===== config.mk =====
export PLATFORM = sky130hd
export DESIGN_NAME = rfdrv_cfg
export DESIGN_NICKNAME = d
export VERILOG_FILES = /design/src/inc/rfdrv_pkg.sv /design/src/rtl/rfdrv_cfg.sv
export VERILOG_INCLUDE_DIRS = /design/src /design/src/inc
export SDC_FILE = /design/constraint.sdc
export NUM_CORES = 1
export LEC_CHECK = 0
export ABC_AREA = 1
export BUFFER_PORTS_ARGS = -buffer_cell sky130_fd_sc_hd__buf_2
export CAP_MARGIN = 20
export CORE_UTILIZATION = 30
export CTS_BUF_LIST = sky130_fd_sc_hd__clkbuf_8
export DETAILED_ROUTE_END_ITERATION = 10
export PLACE_DENSITY = 0.48
export SLEW_MARGIN = 20
export SYNTH_ARGS = -nofsm -noshare
export SYNTH_HDL_FRONTEND = slang
export SYNTH_SLANG_ARGS = --single-unit

===== constraint.sdc =====
create_clock -name clock -period 3.8 [get_ports clock]
set_input_delay 0.57 -clock clock [delete_from_list [all_inputs] [get_ports clock]]
set_output_delay 0.57 -clock clock [all_outputs]
set_load 0.03 [all_outputs]

===== src/inc/rfdrv_params.svh =====
// Offsets, field positions, reset values and counts of the driver config bank
`ifndef RFDRV_PARAMS_SVH
`define RFDRV_PARAMS_SVH

// Address bit 8 selects register space B
`define RFDRV_ADDR_W        9
`define RFDRV_PT_ADDR       9'h029
`define RFDRV_TIM_ADDR      9'h129
`define RFDRV_STAT_ADDR     9'h12b

`define RFDRV_PT_RESET      8'h70
`define RFDRV_TIM_RESET     8'h7c

`define RFDRV_MOD_MSB       7
`define RFDRV_MOD_LSB       4
`define RFDRV_UNMOD_MSB     3
`define RFDRV_UNMOD_LSB     0
`define RFDRV_RAT_MSB       7
`define RFDRV_RAT_LSB       4
`define RFDRV_MAN_BIT       3
`define RFDRV_MSEL_TOP      2
`define RFDRV_MSEL_MSB      1
`define RFDRV_MSEL_LSB      0

`define RFDRV_STAT_BUSY     3
`define RFDRV_STAT_MET      4

`define RFDRV_HIZ_CODE      4'hf
`define RFDRV_STEP_SLOW     3'h0
`define RFDRV_STEP_FAST     3'h4
`define RFDRV_ACQ_MAX_PER   5'h0a

`endif


===== src/inc/rfdrv_pkg.sv =====
// Types of the driver resistance and timing config bank
package rfdrv_pkg;

    typedef enum logic [1:0] {
        ACQ_IDLE,
        ACQ_SETTLE,
        ACQ_MEASURE
    } rfdrv_acq_e;

    typedef struct packed {
        logic [7:0] pt_reg;
        logic [7:0] tim_reg;
        rfdrv_acq_e acq;
        logic [2:0] acq_step;
        logic       acq_met;
        logic       drv_en_prev;
        logic [7:0] rdata;
        logic [3:0] res_code;
        logic       res_hiz;
        logic [2:0] timing;
    } rfdrv_state_s;

endpackage


===== src/rtl/rfdrv_cfg.sv =====
// Driver resistance and transient timing config bank with auto acquisition
`timescale 1ns/10ps
`include "rfdrv_params.svh"

module rfdrv_cfg (
    // Clock and reset
    input  wire logic                     clock,
    input  wire logic                     nrst,
    // Register port
    input  wire logic [`RFDRV_ADDR_W-1:0] addr,
    input  wire logic [7:0]               wdata,
    input  wire logic                     wr,
    input  wire logic                     rd,
    output logic      [7:0]               rdata,
    // Driver side
    input  wire logic                     drv_en,
    input  wire logic                     lm_mod,
    input  wire logic                     rf_tick,
    input  wire logic [3:0]               meas_ratio,
    // Driver settings
    output logic      [3:0]               modulated_state_resistance,
    output logic      [3:0]               unmodulated_state_resistance,
    output logic      [3:0]               load_mod_res_code,
    output logic                          rf_driver_output_hiz,
    output logic      [2:0]               drv_timing,
    output logic                          acq_busy
);

    rfdrv_pkg::rfdrv_state_s state_q;
    rfdrv_pkg::rfdrv_state_s state_d;

    logic       acq_start;
    logic       auto_sel;
    logic       man_top;
    logic [3:0] target;
    logic [3:0] mod_code;
    logic [3:0] unmod_code;

    assign auto_sel   = ~state_q.tim_reg[`RFDRV_MAN_BIT];
    assign man_top    = state_q.tim_reg[`RFDRV_MSEL_TOP];
    assign target     = state_q.tim_reg[`RFDRV_RAT_MSB:`RFDRV_RAT_LSB];
    assign mod_code   = state_q.pt_reg[`RFDRV_MOD_MSB:`RFDRV_MOD_LSB];
    assign unmod_code = state_q.pt_reg[`RFDRV_UNMOD_MSB:`RFDRV_UNMOD_LSB];
    assign acq_start  = drv_en & ~state_q.drv_en_prev & auto_sel;

    always_comb begin
        state_d             = state_q;
        state_d.rdata       = 8'h00;
        state_d.drv_en_prev = drv_en;

        if (wr) begin
            case (addr)
                `RFDRV_PT_ADDR: begin
                    state_d.pt_reg = wdata;
                end
                `RFDRV_TIM_ADDR: begin
                    state_d.tim_reg = wdata;
                end
                default: begin
                end
            endcase
        end

        // Unmapped space reads as zero, read-only status reads its flags and step
        if (rd) begin
            case (addr)
                `RFDRV_PT_ADDR: begin
                    state_d.rdata = state_q.pt_reg;
                end
                `RFDRV_TIM_ADDR: begin
                    state_d.rdata = state_q.tim_reg;
                end
                `RFDRV_STAT_ADDR: begin
                    state_d.rdata = {3'h0, state_q.acq_met, state_q.acq != rfdrv_pkg::ACQ_IDLE,
                                     state_q.acq_step};
                end
                default: begin
                    state_d.rdata = 8'h00;
                end
            endcase
        end

        case (state_q.acq)
            rfdrv_pkg::ACQ_IDLE: begin
                if (acq_start) begin
                    state_d.acq      = rfdrv_pkg::ACQ_SETTLE;
                    state_d.acq_step = `RFDRV_STEP_SLOW;
                    state_d.acq_met  = 1'b0;
                end
            end
            rfdrv_pkg::ACQ_SETTLE: begin
                // One RF period to settle, so two periods per step
                if (!drv_en) begin
                    state_d.acq = rfdrv_pkg::ACQ_IDLE;
                end else if (rf_tick) begin
                    state_d.acq = rfdrv_pkg::ACQ_MEASURE;
                end
            end
            rfdrv_pkg::ACQ_MEASURE: begin
                if (!drv_en) begin
                    state_d.acq = rfdrv_pkg::ACQ_IDLE;
                end else if (rf_tick) begin
                    // Hold first setting that reaches target
                    if (meas_ratio >= target) begin
                        state_d.acq     = rfdrv_pkg::ACQ_IDLE;
                        state_d.acq_met = 1'b1;
                    // Fast is the last of five steps
                    end else if (state_q.acq_step == `RFDRV_STEP_FAST) begin
                        state_d.acq = rfdrv_pkg::ACQ_IDLE;
                    end else begin
                        state_d.acq      = rfdrv_pkg::ACQ_SETTLE;
                        state_d.acq_step = state_q.acq_step + 3'h1;
                    end
                end
            end
            default: begin
                state_d.acq = rfdrv_pkg::ACQ_IDLE;
            end
        endcase

        if (!auto_sel) begin
            // Manual code, any top bit gives fast
            state_d.timing = man_top ? `RFDRV_STEP_FAST
                           : {1'b0, state_q.tim_reg[`RFDRV_MSEL_MSB:`RFDRV_MSEL_LSB]};
        end else begin
            state_d.timing = state_q.acq_step;
        end

        state_d.res_code = lm_mod ? mod_code : unmod_code;
        state_d.res_hiz  = (state_d.res_code == `RFDRV_HIZ_CODE);
    end

    always_ff @(posedge clock or negedge nrst) begin
        if (!nrst) begin
            state_q             <= '0;
            state_q.pt_reg      <= `RFDRV_PT_RESET;
            state_q.tim_reg     <= `RFDRV_TIM_RESET;
            state_q.acq         <= rfdrv_pkg::ACQ_IDLE;
            state_q.acq_step    <= `RFDRV_STEP_SLOW;
            state_q.timing      <= `RFDRV_STEP_FAST;
        end else begin
            state_q <= state_d;
        end
    end

    assign rdata                        = state_q.rdata;
    assign modulated_state_resistance   = mod_code;
    assign unmodulated_state_resistance = unmod_code;
    assign load_mod_res_code            = state_q.res_code;
    assign rf_driver_output_hiz         = state_q.res_hiz;
    assign drv_timing                   = state_q.timing;
    assign acq_busy                     = state_q.acq != rfdrv_pkg::ACQ_IDLE;

    // RF periods spent in one acquisition, for checking only
    logic [4:0] per_cnt_q;

    always_ff @(posedge clock or negedge nrst) begin
        if (!nrst) begin
            per_cnt_q <= 5'h00;
        end else if (acq_start) begin
            per_cnt_q <= 5'h00;
        end else if (acq_busy && rf_tick && per_cnt_q != 5'h1f) begin
            per_cnt_q <= per_cnt_q + 5'h01;
        end
    end
endmodule


* Yosys cells after proc, flatten, opt, wreduce, memory -nomap -nowiden *
Index checks and enable logic that the tools add are counted.
Widths: inputs -> output; s select.

word-level totals
  register bits after elaboration = 39
  bits of input ports = 28
  logic and storage cells = 57

cells by class
  $add $sub $neg = 1
  magnitude comparators = 1
  equality and inequality tests = 15
  muxes and demuxes = 18
  bitwise operators = 4
  reductions and logical operators = 8

operators by type and width
  operator             count
  $pmux 8 s3           1
  $eq 9x9->1 const B   2
  $mux 3               4
  $mux 6               2
  $ne 2x2->1 const B   6
  $eq 9x6->1 const B   1
  $mux 4               2
  $mux 8               1
  $pmux 4 s2           1
  $mux 2               3
  $ne 3x3->1 const B   2
  $pmux 2 s3           1
  $reduce_and 6->1     1
  $reduce_and 5->1     1
  $eq 4x4->1 const B   1
  $ge 4x4->1           1
  $reduce_and 2->1     2
  $reduce_bool 2->1    2
  $add 3x1->3 const B  1
  $eq 3x3->1 const B   1
  $mux 1               3
  $reduce_and 3->1     1
  $and 1x1->1          2
  $eq 2x1->1 const B   1
  3 further kinds      4

* Longest topological paths before layout *
  depth after elaboration = 6
  mapped depth = 11
  gate-level depth less buffers = 11

* Worst setup path before layout *
Ideal clock, no wire load.

  path type = input port to flip-flop
  from = input meas_ratio[3]
  to = register state_q[18] in the netlist's numbering
  setup time = 0.066 ns
  data arrival time = 1.407 ns
  required time = 3.734 ns
  setup slack = 2.328 ns
  stages = 8
  buffers on the path = 0
  path through = ha_1 -> nand2_1 -> inv_1 -> nand3_1 -> nand3_1 -> nor2_1 -> nand3_1 -> nand2_1

between the ends
  longest elaborated chain between the ends = 3

RTL lines
  element                            line              text
  start: declaration                 rfdrv_cfg.sv:19   input wire logic [3:0] meas_ratio,
  $ge 4x4->1                         rfdrv_cfg.sv:104  if (meas_ratio >= target) begin
  $ne 2x2->1 (no source line)        --
  $reduce_and 6->1 (no source line)  --
  end signal: assignment             rfdrv_cfg.sv:142  state_q <= state_d;
  end: declaration                   rfdrv_cfg.sv:29   rfdrv_pkg::rfdrv_state_s state_q;

No other way between the ends.
A chain may end at the register's enable or synchronous reset.

* Worst setup path after layout *
  from = register state_q[21] in the netlist's numbering
  to = output acq_busy

between the ends
  longest elaborated chain between the ends = 1

RTL lines
  element            line              text
  $reduce_bool 2->1  rfdrv_cfg.sv:152  assign acq_busy = state_q.acq != rfdrv_pkg::ACQ_IDLE;
  end: declaration   rfdrv_cfg.sv:26   output logic acq_busy

No other way between the ends.

==> qor.txt <==
# DRC: 0
Post-synth top area share: 34.5%
Mux share of post-synthesis cell area: 2.07%
Post-synth EDFFs: 0
Final net count: 321
Status: finished clean
Number of port buffers: 52
Vias in the first global route: 1566
Syn nets: 289
Routed Antenna Nets: 0
WL final: 4430 um
Antenna violations before repair: 0
First-pass GRT wire length: 7360 um
Yosys top cell by area: dfrtp_1
Slew @ Worst Pin: 0.879 ns
DR iter-0 viols: 76
Largest net degree at the start of global routing: 40
I/O pin total: 53
Synth Area in Adders: 3.45%
Most frequent cells in the layout: 60 x nand2_1, 52 x buf_2, 40 x inv_1, 30 x dfrtp_1, 16 x nand3_1
Setup_tns: 0 ns
P_leak: 1.36 nW
Root Driver: clkbuf_8
Inserted Diodes: 0
Clock Skew: 0.00686 ns
Die width: 87.2 um
R2R Path Start: state_q[28]$_DFFE_PN1P_
R2r setup slk: 2.16 ns
Main synth FF type: dfrtp_1
Hold_buf cts: 0
Num Clock Sinks: 39
Simple-gate share of the synthesized area: 24.8%
Routed vias: 1600
Maxcap violations: 0
Clk pin slew, worst setup/hold paths: 0.08 ns
Sequential element share of the synthesized area: 45.3%
RSZ-0062 raised after global routing: false
Async SR Flop Fraction: 100%
Hold Path Class: primary input to async pin
CP Max Fanout: 5
Routability Congestion: 0.764
Post-synthesis cell type count: 24
H-tree levels: 2
Combinational family with the most area after synthesis: simple AND/OR/NAND/NOR gates
Most common cell after layout, fill and taps aside: nand2_1
Setup CP Type: flip-flop to output port
Crit path arrival time: 1.22 ns
Clk_lat worst skew: 0.29 ns
Worst R2R Path Depth: 10
Die area: 7610 sq um
CTS tree: yes
Max Freq: 0.559 GHz
DRT Pass-1 Iters: 4
Worst EP required: 3.23 ns
Synthesized instance count: 255
Fillers: 769
Avg Vias per Cell: 4.17
Resized cells post-CTS: 0
Reg-to-reg endpoint: state_q[19]$_DFFE_PN0P_
Post-DP HPWL: 3500 um
Row count: 30
Hold WS: 0.389 ns
Layout cell share with drive strength beyond 1: 33.7%
Syn_area_per_cell: 8.54 sq um
Ys Warns: 0
Initial Util: 31.5%
Core area: 6910 sq um
Largest cells by area after synthesis: dfrtp_1 34%, dfstp_2 11%, nand2_1 10%, buf_4 7.9%, inv_1 6.9%
Area Overhead vs Synth: 14.0%
Final hold viol count: 0
Post-Synth XOR/XNOR Area: 0.402%
Post-Syn Area: 2180 sq um
Cts bufs inserted: 5
PwrDens: 423 nW/um^2
Synth Register Bits: 39
Grt ovf: 0
Compound-Gate Fraction of Synth Area: 7.24%
Die span in y: 87.2 um
Fin crit share: 47.1%
Clock tree buffer depth: 2
Post-DR wirelength/cell: 11.5 um
Tmin final: 1.79 ns
Final Power: 1.05 mW
Post-CTS setup buffer count: 0
GRT Overall Usage: 12.9%
Final setup viols: 0
Slew Viols, Final: 0
Worst Setup End Kind: output port
Worst vdd ir: 0.166 mV
Slew HR: 41.4%
Startpoint types: flip-flop
-- cells in the mapped netlist, types with 2 or more instances --
cell type,count
mux2_2,4
o21ai_0,3
inv_1,40
nor2_1,11
nand2_2,4
dfrtp_1,30
a21oi_1,5
buf_6,3
nor2_4,3
o21ai_1,6
ha_1,6
dfstp_2,9
nor2_2,3
o21ai_2,10
nand3_1,16
nand2_4,2
nand4_1,12
buf_4,23
nand2_1,60
-- critical path: stages, from the launching register on --
cell and delay (ns):
dfrtp_1 0.43, nor2_1 0.20, inv_1 0.11, buf_2 0.19
-- power breakdown --
| group | internal [mW] | switching (mW) | leakage, nW |
|---|---|---|---|
| clock | 0.262 | 0.149 | 0.0644 |
| sequential | 0.441 | 0.0218 | 0.504 |
| combinational | 0.0551 | 0.121 | 0.788 |
| total | 0.758 | 0.292 | 1.36 |
-- area by class of cell --
cell class	count	area (sq um)	area share [%]
tap	96	120	4.84
inverter	41	154	6.20
clock buffer	5	68.8	2.77
sequential	39	987	39.7
clock inverter	3	67.6	2.72
multi-input combinational	148	826	33.2
timing repair buffer	52	260	10.5
-- per-stage QoR --
step / setup WS, ns / cell area, sq um / instances / util, %
5_1_grt: 1.97 / 2480 / 384 / 36.0
3_5_place_dp: 1.91 / 2350 / 376 / 34.0
6_report: 2.01 / 2480 / 384 / 36.0
3_3_place_gp: 1.96 / 2350 / 376 / 34.0
4_1_cts: 2.00 / 2480 / 384 / 36.0
2_1_floorplan: 2.33 / 2180 / 255 / -
-- state kept, by name, indices dropped and copies added, names as in the netlist --
name / cells
state_q: 14
rdata: 8
load_mod_res_code: 4
modulated_state_resistance: 4
unmodulated_state_resistance: 4
drv_timing: 3
man_top: 1
rf_driver_output_hiz: 1
-- cells by family (layout without fill, tap and decap cells) --
logic type | Yosys count | count (layout)
flip-flops | 39 | 39
AO/OA/AOI/OAI | 24 | 24
AND/OR/NAND/NOR | 113 | 113
multiplexers | 4 | 4
adder cells (fa/ha/maj) | 6 | 6
buffers and inverters | 68 | 101
XOR/XNOR | 1 | 1
-- how the worst max path moves through the flow --
stage | from | to | slack (ns) | depth (start not counted)
2_1_floorplan | meas_ratio[3] | state_q[18]$_DFFE_PN0P_ | 2.33 | 8
3_3_place_gp | addr[4] | unmodulated_state_resistance[2]$_DFFE_PN0P_ | 1.96 | 9
3_5_place_dp | addr[4] | unmodulated_state_resistance[2]$_DFFE_PN0P_ | 1.91 | 9
4_1_cts | state_q[21]$_DFFE_PN0P_ | acq_busy | 2.00 | 3
5_1_grt | state_q[21]$_DFFE_PN0P_ | acq_busy | 1.97 | 3
6_report | state_q[21]$_DFFE_PN0P_ | acq_busy | 2.01 | 3
-- routing by layer --
metal / routed length, um / global-route usage (%)
met4: 72 / 4.92
met1: 2040 / 16.4
met2: 2110 / 21.0
met3: 208 / 3.41
met5: 0 / 0
Note: power is estimated with default switching activity, not from simulation.
